$ cat config.mk
export PLATFORM = sky130hd
export DESIGN_NAME = net_config_error_status_regs
export DESIGN_NICKNAME = d
export VERILOG_FILES = /design/src/net_cfg_pkg.sv /design/src/strap_sync.sv /design/src/net_config_error_status_regs.sv
export SDC_FILE = /design/constraint.sdc
export NUM_CORES = 1
export LEC_CHECK = 0
export ABC_AREA = 1
export BUFFER_PORTS_ARGS = -buffer_cell sky130_fd_sc_hd__buf_4
export CAP_MARGIN = 20
export CORE_ASPECT_RATIO = 1.1
export CORE_UTILIZATION = 57
export CTS_CLUSTER_DIAMETER = 100
export DETAILED_ROUTE_END_ITERATION = 7
export PLACE_DENSITY_LB_ADDON = 0.1
export SLEW_MARGIN = 20
export SYNTH_ARGS = -nofsm -noshare
export SYNTH_HDL_FRONTEND = slang
export SYNTH_SLANG_ARGS = --single-unit
$ cat constraint.sdc
create_clock -name i_clk -period 2.7 [get_ports i_clk]
set_input_delay 0.135 -clock i_clk [delete_from_list [all_inputs] [get_ports i_clk]]
set_output_delay 0.135 -clock i_clk [all_outputs]
set_load 0.03 [all_outputs]
$ cat src/net_cfg_pkg.sv
package net_cfg_pkg;

	// register byte addresses as printed
	localparam logic [6:0] PAGE_SIZE_SELECT_OFF = 7'h2f;
	localparam logic [6:0] RATE_PRESCALER_SELECT_OFF = 7'h30;
	localparam logic [6:0] TIME_PHASE_DIFFERENCE_OFF = 7'h32;
	localparam logic [6:0] STRAP_PIN_SNAPSHOT_OFF = 7'h34;
	localparam logic [6:0] ERROR_CAUSE_INFO_OFF = 7'h3a;

	// reset values
	localparam logic [1:0] PAGE_SIZE_RST = 2'h0;
	localparam logic [2:0] RATE_PRESCALER_RST = 3'h0;
	localparam logic [15:0] PHASE_DIFF_RST = 16'h8000;
	localparam logic [15:0] ERROR_INFO_RST = 16'h0000;
	localparam logic [15:0] CLOCK_MASTER_PHASE = 16'h0000;

	// field positions in the error cause register
	localparam int RECONFIGURATION_FLAG_CODE_LSB = 12;
	localparam int LCC_PORT_BIT = 11;
	localparam int LCC_CODE_LSB = 8;
	localparam int RX_CODE_LSB = 5;
	localparam int RX_SID_LSB = 0;

	// field positions in the phase register
	localparam int PHASE_DIR_BIT = 15;

	// strap snapshot positions
	localparam int PIN_SWAP_HI = 15;
	localparam int PIN_WIDE_HI = 14;
	localparam int PIN_TEST_BIT = 8;
	localparam int PIN_SWAP_LO = 7;
	localparam int PIN_WIDE_LO = 6;

	// reconfiguration causes
	localparam logic [2:0] RECONFIGURATION_FLAG_NOISE_AFTER_TOKEN = 3'h0;
	localparam logic [2:0] RECONFIGURATION_FLAG_LAST_DEFINED = 3'h5;

	// packet receive error codes
	localparam logic [2:0] RX_ERR_FRAME = 3'h0;
	localparam logic [2:0] RX_ERR_COUNT_PTR = 3'h1;
	localparam logic [2:0] RX_ERR_CRC = 3'h2;
	localparam logic [2:0] RX_ERR_LENGTH = 3'h3;
	localparam logic [2:0] RX_ERR_DEST = 3'h4;
	localparam logic [2:0] RX_ERR_LCC_STOP = 3'h5;
	localparam logic [2:0] RX_ERR_PAGE = 3'h6;
	localparam logic [2:0] RX_ERR_MULTI = 3'h7;

	// byte lane encodings
	localparam logic [1:0] LANE_LOW = 2'h1;
	localparam logic [1:0] LANE_HIGH = 2'h2;

	// auto soft reset sequencer states
	typedef enum logic [1:0] {
		SR_IDLE = 2'b00,
		SR_ASSERT = 2'b01,
		SR_RELEASE = 2'b10
	} soft_rst_e;

endpackage

$ cat src/strap_sync.sv
`timescale 1ns/1ps

// two flip-flop synchroniser for a group of pin levels
module strap_sync #(
	parameter int WIDTH = 1
) (
	// clock, reset, enable
	input wire logic i_clk,
	input wire logic i_sys_rst,
	input wire logic i_ce,
	// pins and synchronised copy
	input wire logic [WIDTH-1:0] i_pins,
	output logic [WIDTH-1:0] o_pins
);

	logic [WIDTH-1:0] meta_q;
	logic [WIDTH-1:0] sync_q;

	// first stage is read only by the second stage
	always_ff @(posedge i_clk) begin
		if (i_sys_rst) begin
			meta_q <= '0;
			sync_q <= '0;
		end else if (i_ce) begin
			meta_q <= i_pins;
			sync_q <= meta_q;
		end
	end

	assign o_pins = sync_q;

endmodule

$ cat src/net_config_error_status_regs.sv
`timescale 1ns/1ps
// Function
// - init select 1 uses written page size; 0 reads back strap pins
// - init select 1 uses written prescaler; 0 reads back prescaler straps
// - page size or prescaler change while online fires self-releasing soft reset
// - phase bit 15 is direction: 0 ahead, 1 behind, resets to 1
// - phase bits 14:0 hold absolute time difference, reset zero
// - clock master reads the whole phase register as zero
// - 8-bit host reads even byte first, which latches odd byte
// - strap snapshot register shows live levels of setup straps
// - snapshot bit 8 is 1 when any test pin is low
// - swap and wide straps appear in bits 15,14 and 7,6
// - error bits 14:12 hold reconfig cause, cleared by clear flags or soft reset
// - reconfig causes 000 to 101 as defined, 11x undefined
// - with tolerance select 0 only cause 000 triggers reconfiguration
// - error bit 11 names correction port, stays 0 when hub disabled
// - correction info captured on flag set, cleared by flag write or soft reset
// - three-bit correction code names decoder state and substitution
// - error bits 7:5 hold packet receive error code
// - receive code defaults 000, cleared by flag write or soft reset
// - error bits 4:0 capture source node id of the failing packet
// - captured source id cleared by flag write or soft reset
module net_config_error_status_regs
	import net_cfg_pkg::*;
#(
	parameter int ADDR_W = 7
) (
	// clock, reset, enable
	input wire logic i_clk,
	input wire logic i_sys_rst,
	input wire logic i_ce,
	// host register port
	input wire logic [ADDR_W-1:0] i_addr,
	input wire logic [1:0] i_byte_en,
	input wire logic i_rd,
	input wire logic i_wr,
	input wire logic [15:0] i_wdata,
	output logic [15:0] o_rdata,
	// core control levels
	input wire logic i_init_source_select,
	input wire logic i_transmit_online_enable,
	input wire logic i_clock_master_node,
	input wire logic i_ack_nak_tolerance_select,
	input wire logic i_hub_enable,
	input wire logic i_soft_rst_req,
	// time engine phase
	input wire logic i_phase_direction_flag,
	input wire logic [14:0] i_phase_difference_magnitude,
	// reconfiguration event
	input wire logic i_reconfig_event,
	input wire logic [2:0] i_reconfig_cause_code,
	input wire logic i_clear_flags_cmd,
	// line code correction event
	input wire logic i_line_code_corrected_set,
	input wire logic i_line_code_port,
	input wire logic [2:0] i_line_code_correction_info,
	input wire logic i_line_code_corrected_clr,
	// packet receive error event
	input wire logic i_rx_error_set,
	input wire logic [6:0] i_rx_error_causes,
	input wire logic [4:0] i_rx_error_source_id,
	input wire logic i_rx_error_flag_clr,
	// strap pins
	input wire logic [1:0] i_page_size_strap,
	input wire logic [2:0] i_rate_prescaler_strap,
	input wire logic i_byte_swap_strap_n,
	input wire logic i_wide_bus_strap,
	input wire logic i_op_mode_strap_n,
	input wire logic i_hub_on_strap_n,
	input wire logic i_ext_wr_strap_n,
	input wire logic i_ext_rd_strap_n,
	input wire logic i_line_code_bypass_strap_n,
	input wire logic i_diag_strap_n,
	input wire logic i_transmit_online_enable_polarity_strap,
	input wire logic [1:0] i_time_prescale_strap,
	input wire logic [1:0] i_warn_prescale_strap,
	input wire logic [3:0] i_test_select_pins_n,
	input wire logic i_test_enable_pin_n,
	// configuration and event outputs
	output logic [1:0] o_page_size_field,
	output logic [2:0] o_rate_prescaler_field,
	output logic o_soft_rst,
	output logic o_reconfig_trigger
);

	////////////////////////////////////////////////////////////////////////////
	// elaboration check

	if (ADDR_W < 6) begin : g_bad_addr
		$error("address width too small for the register map");
	end

	////////////////////////////////////////////////////////////////////////////
	// declarations

	localparam int PIN_W = 23;

	logic [PIN_W-1:0] pins_raw;
	logic [PIN_W-1:0] pins_s;
	logic [1:0] ps_strap_s;
	logic [2:0] ckp_strap_s;
	logic swap_s;
	logic wide_s;
	logic [10:0] misc_s;
	logic [4:0] test_s;

	logic [1:0] page_wr_q;
	logic [2:0] rate_wr_q;
	logic [1:0] page_act;
	logic [2:0] rate_act;
	logic [1:0] page_q;
	logic [2:0] rate_q;
	logic cfg_changed;
	soft_rst_e sr_state_q;
	soft_rst_e sr_state_d;
	logic soft_rst_q;
	logic local_clr;

	logic [15:0] phase_q;
	logic [7:0] phase_hi_q;
	logic [15:0] pin_info;

	logic [2:0] reconfiguration_flag_code_q;
	logic lcc_port_q;
	logic [2:0] lcc_code_q;
	logic [2:0] rx_code_q;
	logic [4:0] rx_sid_q;
	logic reconfiguration_flag_accept;
	logic reconfig_trigger_q;
	logic [15:0] err_info;
	logic [15:0] rdata_q;

	logic wr_page;
	logic wr_rate;
	logic rd_phase;

	////////////////////////////////////////////////////////////////////////////
	// functions

	// word compare of a host address against a register offset
	function automatic logic hits(input logic [ADDR_W-1:0] addr, input logic [6:0] off);
		logic [6:0] a7;
		a7 = 7'(addr);
		return a7[6:1] == off[6:1];
	endfunction

	// receive error encoding, several of length/lcc/page collapse to 111
	function automatic logic [2:0] rx_encode(input logic [6:0] c);
		logic [1:0] n;
		logic [2:0] code;
		n = 2'(c[3]) + 2'(c[5]) + 2'(c[6]);
		code = RX_ERR_FRAME;
		if (n > 2'h1) begin
			code = RX_ERR_MULTI;
		end else if (c[0]) begin
			code = RX_ERR_FRAME;
		end else if (c[1]) begin
			code = RX_ERR_COUNT_PTR;
		end else if (c[2]) begin
			code = RX_ERR_CRC;
		end else if (c[3]) begin
			code = RX_ERR_LENGTH;
		end else if (c[4]) begin
			code = RX_ERR_DEST;
		end else if (c[5]) begin
			code = RX_ERR_LCC_STOP;
		end else if (c[6]) begin
			code = RX_ERR_PAGE;
		end
		return code;
	endfunction

	////////////////////////////////////////////////////////////////////////////
	// strap pin synchronisation

	// all straps are asynchronous pins
	assign pins_raw = {i_page_size_strap, i_rate_prescaler_strap, i_byte_swap_strap_n, i_wide_bus_strap,
		i_op_mode_strap_n, i_hub_on_strap_n, i_ext_wr_strap_n, i_ext_rd_strap_n,
		i_line_code_bypass_strap_n, i_diag_strap_n, i_transmit_online_enable_polarity_strap,
		i_time_prescale_strap, i_warn_prescale_strap, i_test_select_pins_n, i_test_enable_pin_n};

	strap_sync #(
		.WIDTH(PIN_W)
	) u_strap_sync (
		.i_clk(i_clk),
		.i_sys_rst(i_sys_rst),
		.i_ce(i_ce),
		.i_pins(pins_raw),
		.o_pins(pins_s)
	);

	// unpack synchronised straps
	assign ps_strap_s = pins_s[22:21];
	assign ckp_strap_s = pins_s[20:18];
	assign swap_s = pins_s[17];
	assign wide_s = pins_s[16];
	assign misc_s = pins_s[15:5];
	assign test_s = pins_s[4:0];

	////////////////////////////////////////////////////////////////////////////
	// host decode

	assign wr_page = i_wr && i_byte_en[0] && hits(i_addr, PAGE_SIZE_SELECT_OFF);
	assign wr_rate = i_wr && i_byte_en[0] && hits(i_addr, RATE_PRESCALER_SELECT_OFF);
	assign rd_phase = i_rd && hits(i_addr, TIME_PHASE_DIFFERENCE_OFF);

	////////////////////////////////////////////////////////////////////////////
	// page size and prescaler

	// written values, only the low lane holds bits
	always_ff @(posedge i_clk) begin
		if (i_sys_rst) begin
			page_wr_q <= PAGE_SIZE_RST;
			rate_wr_q <= RATE_PRESCALER_RST;
		end else if (i_ce) begin
			if (wr_page) begin
				page_wr_q <= i_wdata[1:0];
			end
			if (wr_rate) begin
				rate_wr_q <= i_wdata[2:0];
			end
		end
	end

	// source select between register and straps
	assign page_act = i_init_source_select ? page_wr_q : ps_strap_s;
	assign rate_act = i_init_source_select ? rate_wr_q : ckp_strap_s;

	// active values drive the core
	always_ff @(posedge i_clk) begin
		if (i_sys_rst) begin
			page_q <= PAGE_SIZE_RST;
			rate_q <= RATE_PRESCALER_RST;
		end else if (i_ce) begin
			page_q <= page_act;
			rate_q <= rate_act;
		end
	end

	assign o_page_size_field = page_q;
	assign o_rate_prescaler_field = rate_q;

	////////////////////////////////////////////////////////////////////////////
	// automatic soft reset

	// the host should go offline first; if it does not, reset ourselves
	assign cfg_changed = i_transmit_online_enable && ((page_act != page_q) || (rate_act != rate_q));

	// next state: one cycle asserted, then released without host action
	always_comb begin
		sr_state_d = sr_state_q;
		case (sr_state_q)
			SR_IDLE: begin
				if (cfg_changed) begin
					sr_state_d = SR_ASSERT;
				end
			end
			SR_ASSERT: begin
				sr_state_d = SR_RELEASE;
			end
			SR_RELEASE: begin
				sr_state_d = SR_IDLE;
			end
			default: begin
				sr_state_d = SR_IDLE;
			end
		endcase
	end

	// state register and registered soft reset output
	always_ff @(posedge i_clk) begin
		if (i_sys_rst) begin
			sr_state_q <= SR_IDLE;
			soft_rst_q <= 1'b0;
		end else if (i_ce) begin
			sr_state_q <= sr_state_d;
			soft_rst_q <= (sr_state_d == SR_ASSERT) || i_soft_rst_req;
		end
	end

	assign o_soft_rst = soft_rst_q;
	assign local_clr = soft_rst_q;

	////////////////////////////////////////////////////////////////////////////
	// phase difference

	// clock master reads zero, others follow the time engine
	always_ff @(posedge i_clk) begin
		if (i_sys_rst || local_clr) begin
			phase_q <= PHASE_DIFF_RST;
		end else if (i_ce) begin
			if (i_clock_master_node) begin
				phase_q <= CLOCK_MASTER_PHASE;
			end else begin
				phase_q <= {i_phase_direction_flag, i_phase_difference_magnitude};
			end
		end
	end

	// even byte read freezes the odd byte for a coherent pair
	always_ff @(posedge i_clk) begin
		if (i_sys_rst) begin
			phase_hi_q <= PHASE_DIFF_RST[15:8];
		end else if (i_ce) begin
			if (rd_phase && (i_byte_en == LANE_LOW)) begin
				phase_hi_q <= phase_q[15:8];
			end
		end
	end

	////////////////////////////////////////////////////////////////////////////
	// strap snapshot

	// live straps, swap and wide duplicated on both lanes
	always_comb begin
		pin_info = '0;
		pin_info[PIN_SWAP_HI] = swap_s;
		pin_info[PIN_WIDE_HI] = wide_s;
		pin_info[13:9] = misc_s[10:6];
		pin_info[PIN_TEST_BIT] = ~&test_s;
		pin_info[PIN_SWAP_LO] = swap_s;
		pin_info[PIN_WIDE_LO] = wide_s;
		pin_info[5:0] = misc_s[5:0];
	end

	////////////////////////////////////////////////////////////////////////////
	// error cause capture

	// tolerance select 0 lets only the noise cause through
	assign reconfiguration_flag_accept = i_reconfig_event && (i_reconfig_cause_code <= RECONFIGURATION_FLAG_LAST_DEFINED)
		&& (i_ack_nak_tolerance_select || (i_reconfig_cause_code == RECONFIGURATION_FLAG_NOISE_AFTER_TOKEN));

	// reconfiguration cause, a new event wins over the clear
	always_ff @(posedge i_clk) begin
		if (i_sys_rst || local_clr) begin
			reconfiguration_flag_code_q <= ERROR_INFO_RST[14:12];
			reconfig_trigger_q <= 1'b0;
		end else if (i_ce) begin
			reconfig_trigger_q <= reconfiguration_flag_accept;
			if (reconfiguration_flag_accept) begin
				reconfiguration_flag_code_q <= i_reconfig_cause_code;
			end else if (i_clear_flags_cmd) begin
				reconfiguration_flag_code_q <= ERROR_INFO_RST[14:12];
			end
		end
	end

	assign o_reconfig_trigger = reconfig_trigger_q;

	// line code correction port and code
	always_ff @(posedge i_clk) begin
		if (i_sys_rst || local_clr) begin
			lcc_port_q <= 1'b0;
			lcc_code_q <= ERROR_INFO_RST[10:8];
		end else if (i_ce) begin
			if (i_line_code_corrected_set) begin
				lcc_port_q <= i_hub_enable & i_line_code_port;
				lcc_code_q <= i_line_code_correction_info;
			end else if (i_line_code_corrected_clr) begin
				lcc_port_q <= 1'b0;
				lcc_code_q <= ERROR_INFO_RST[10:8];
			end
		end
	end

	// packet receive error code and source id
	always_ff @(posedge i_clk) begin
		if (i_sys_rst || local_clr) begin
			rx_code_q <= RX_ERR_FRAME;
			rx_sid_q <= ERROR_INFO_RST[4:0];
		end else if (i_ce) begin
			if (i_rx_error_set) begin
				rx_code_q <= rx_encode(i_rx_error_causes);
				rx_sid_q <= i_rx_error_source_id;
			end else if (i_rx_error_flag_clr) begin
				rx_code_q <= RX_ERR_FRAME;
				rx_sid_q <= ERROR_INFO_RST[4:0];
			end
		end
	end

	// assemble, bit 15 reserved zero
	always_comb begin
		err_info = '0;
		err_info[RECONFIGURATION_FLAG_CODE_LSB +: 3] = reconfiguration_flag_code_q;
		err_info[LCC_PORT_BIT] = lcc_port_q;
		err_info[LCC_CODE_LSB +: 3] = lcc_code_q;
		err_info[RX_CODE_LSB +: 3] = rx_code_q;
		err_info[RX_SID_LSB +: 5] = rx_sid_q;
	end

	////////////////////////////////////////////////////////////////////////////
	// read data

	// registered read mux; unmapped and write-only paths read zero
	always_ff @(posedge i_clk) begin
		if (i_sys_rst) begin
			rdata_q <= '0;
		end else if (i_ce) begin
			if (i_rd) begin
				rdata_q <= '0;
				if (hits(i_addr, PAGE_SIZE_SELECT_OFF)) begin
					rdata_q <= {14'h0000, page_act};
				end else if (hits(i_addr, RATE_PRESCALER_SELECT_OFF)) begin
					rdata_q <= {13'h0000, rate_act};
				end else if (hits(i_addr, TIME_PHASE_DIFFERENCE_OFF)) begin
					if (i_byte_en == LANE_HIGH) begin
						rdata_q <= {phase_hi_q, 8'h00};
					end else begin
						rdata_q <= phase_q;
					end
				end else if (hits(i_addr, STRAP_PIN_SNAPSHOT_OFF)) begin
					rdata_q <= pin_info;
				end else if (hits(i_addr, ERROR_CAUSE_INFO_OFF)) begin
					rdata_q <= err_info;
				end
			end
		end
	end

	assign o_rdata = rdata_q;

endmodule

==> flow_summary_export.csv <==
group,metric,value,unit
outcome,status,"complete, no violations",
cts,insertion_delay,0.53,ns
global_route,grt_antenna_before_repair,0,
sta,tns,0,ns
finish,final_cell_mix,"nand2_1, nor2_1, dfxtp_1, buf_4, dlygate4sd3_1",
sta,fin_ws,0.513,ns
cts,tritoncts,"done",
yosys,synth-seq-cells,115,
global_route,grt_pass1_wl,24800,µm
setup_path,startpoint_type,"input port",
placed_design,gp_congestion,0.858,
sta,fin_crit,2.19,ns
sta,slew_violations,0,
setup_path,reg2reg_from,"o_soft_rst",
run,drv_cap,0,
yosys,synthDistinctLibCells,35,
setup_path,ff2ff_path_depth,4,
yosys,synth_cells,699,
setup_path,cp-endpoint,"reconfiguration_flag_code_q[1]",
yosys,synth_fp_nets,800,
sta,max_slew_margin,30.0,%
cts,clock_tree.buffer_depth,2,
route,via_per_inst,5.58,
setup_path,worstReg2RegEnd,"reconfiguration_flag_code_q[1]",
sta,tightestPinTransition,1.05,ns
setup_path,end_kind,"flop",
cts,cts_resized,0,
finish,layout-drive-gt1-share,21.2,%
placed_design,placed_cells,886,
finish,area_growth,43.0,%
min_path,hold_path.class,"in -> reg",
power_and_ir_drop,powerDensity,628,mW/mm²
floorplanning,dieArea,0.00929,mm²
route,drtAntennaViolNets,0,
yosys,ys_warn_count,0,
global_route,grt_pass1_vias,5365,
cts,post-cts-setup-buffers,0,
floorplanning,floorplan.initialDensity,59.7,%
setup_path,critPathMaxFanout,40,
finish,n_antenna_cell,0,
yosys,synth.cell_area,0.00507,mm²
finish,layout_commonest_cell,"nand2_1",
setup_path,crit_required,3.16,ns
sta,clock_skew,0.00874,ns
finish,nets,975,
floorplanning,dieWidth,92.0,µm
sta,rsz0062_at_grt,"false",
sta,setup_violations,0,
cts,htree_levels,4,
route,vias,5570,
power_and_ir_drop,leakage,3.17,nW
route,drt_iter0_markers,375,
floorplanning,coreArea,0.00850,mm²
route,wl,15500,µm
power_and_ir_drop,ir_worst_vdd,0.000481,V
cts,root_buffer,"clkbuf_8",
yosys,syn_avg_cell_area,7.26,µm²
sta,timing.fmax,457,MHz
finish,fill_cells,477,
cts,cts_hold_buffers,80,
yosys,yosysSeqAreaShare,45.4,%
placed_design,hpwlAfterDp,8850,µm
sta,timing.final.crit_share,81.0,%
setup_path,setup.worst_path.class,"in -> reg",
cts,clock-sinks,115,
cts,numCtsBuffers,17,
global_route,grt_overflow,0,
cts,path_clk_slew,0.06,ns
global_route,grt_usage,34.6,%
placed_design,dp_slack,1.14,ns
route,dr.pass1.iters,6,
setup_path,startpoint,"i_ce",
route,drc,0,
placed_design,portBuffers,108,
floorplanning,std_cell_rows,35,
route,wl_per_cell,15.5,µm
floorplanning,io_pins,123,
setup_path,worstPathArrival,2.64,ns
global_route,grt_max_degree,62,
floorplanning,die_h,101,µm
setup_path,reg2reg_slack,0.59,ns
sta,finalHoldViolCount,0,
finish,final_cells,998,
==> synth_stat cells <==
cell	instances	area [µm²]
nand4_1	3	18.8
o21ai_1	23	115
o21ai_0	54	270
dfxtp_1	115	2300
buf_2	11	55.1
nand4_4	1	21.3
or2_1	1	6.26
inv_2	9	33.8
nand2_2	6	37.5
buf_6	3	33.8
clkbuf_1	14	52.6
nor3b_1	1	7.51
a21oi_2	3	26.3
buf_4	8	60.1
a221o_1	1	10.0
o21ai_2	1	8.76
clkinv_4	2	17.5
nand2_4	1	11.3
o31ai_1	1	7.51
or2_2	2	12.5
nand3_1	43	215
inv_1	38	143
o211ai_1	3	22.5
nor2_1	115	432
nor2_4	5	56.3
nand3b_1	1	7.51
nand3_2	7	70.1
o211ai_2	6	75.1
ha_1	1	12.5
nor3_1	3	15.0
a211oi_1	3	22.5
a21oi_1	68	340
nand2_1	143	537
inv_4	2	12.5
a31oi_1	1	6.26
==> cell families after synthesis <==
logic type | synth area share [%]
compound gates | 17.8
fa+ha+maj | 0.247
simple gates | 28.5
flops | 45.4
buf+inv | 8.04
==> stage by stage <==
| stage | hold WS, ns | power (mW) | cell area, µm² | utilization, % |
|---|---|---|---|---|
| after global placement | 0.356 | 2.24 | 5870 | 69.0 |
| after CTS | 0.0103 | 4.52 | 7260 | 85.4 |
| after global routing | 0.0345 | 4.70 | 7260 | 85.4 |
| final | 0.0293 | 4.56 | 7260 | 85.4 |
| after detailed placement | 0.363 | 2.25 | 5870 | 69.0 |
| after floorplan | 0.270 | 2.08 | 5070 | - |
==> routing by layer <==
metal / GRT usage (%) / share of wire, % / vias up
met1: 37.9 / 37 / 2562
met2: 61.0 / 51 / 314
li1: - / - / 2632
met3: 8.45 / 8.1 / 62
met4: 20.1 / 3.7 / 0
met5: 0 / 0 / -
==> final cells by class <==
type	instances	area [µm²]	area share [%]
Multi-Input combinational cell	497	2360	32.6
Clock buffer	19	432	5.95
Timing Repair Buffer	192	1650	22.8
Inverter	51	206	2.84
Tap cell	111	139	1.91
Clock inverter	13	159	2.19
Sequential cell	115	2300	31.7
==> worst max-delay path, cell delays in order <==
cell and delay, ns:
dlygate4sd3_1 0.54, buf_4 0.24, buf_4 0.37, nand4_1 0.31, inv_1 0.17, nand2_1 0.06, a21oi_1 0.18, dlygate4sd3_1 0.62
==> power breakdown <==
| group | switching (mW) | leakage (nW) | internal (mW) |
|---|---|---|---|
| sequential | 0.0417 | 0.942 | 1.77 |
| clock | 0.804 | 0.284 | 1.43 |
| combinational | 0.273 | 1.94 | 0.241 |
==> worst min-delay path by stage <==
stage	cells past startpoint	start	slack [ns]	to
floorplan	2	i_test_enable_pin_n	0.27	u_strap_sync.meta_q[0]
global placement	3	i_page_size_strap[0]	0.36	u_strap_sync.meta_q[21]
detailed placement	2	i_phase_direction_flag	0.36	phase_q[15]
CTS	5	i_rx_error_causes[6]	0.01	rx_code_q[2]
global route	5	i_rx_error_causes[6]	0.03	rx_code_q[2]
finish	5	i_rx_error_causes[1]	0.03	rx_code_q[0]
==> sequential cells by signal, indices dropped and copies added, names as in the netlist <==
signal and cells:
lcc_port_q 1, u_strap_sync.o_pins 23, reconfiguration_flag_code_q 3, o_rdata 16, phase_hi_q 8, rx_code_q 3
lcc_code_q 3, rate_wr_q 3, u_strap_sync.meta_q 23, phase_q 16, o_page_size_field 2, page_wr_q 2
sr_state_q 2, o_reconfig_trigger 1, rx_sid_q 5, o_rate_prescaler_field 3, o_soft_rst 1
No activity file was read; power rests on OpenSTA's default activity.
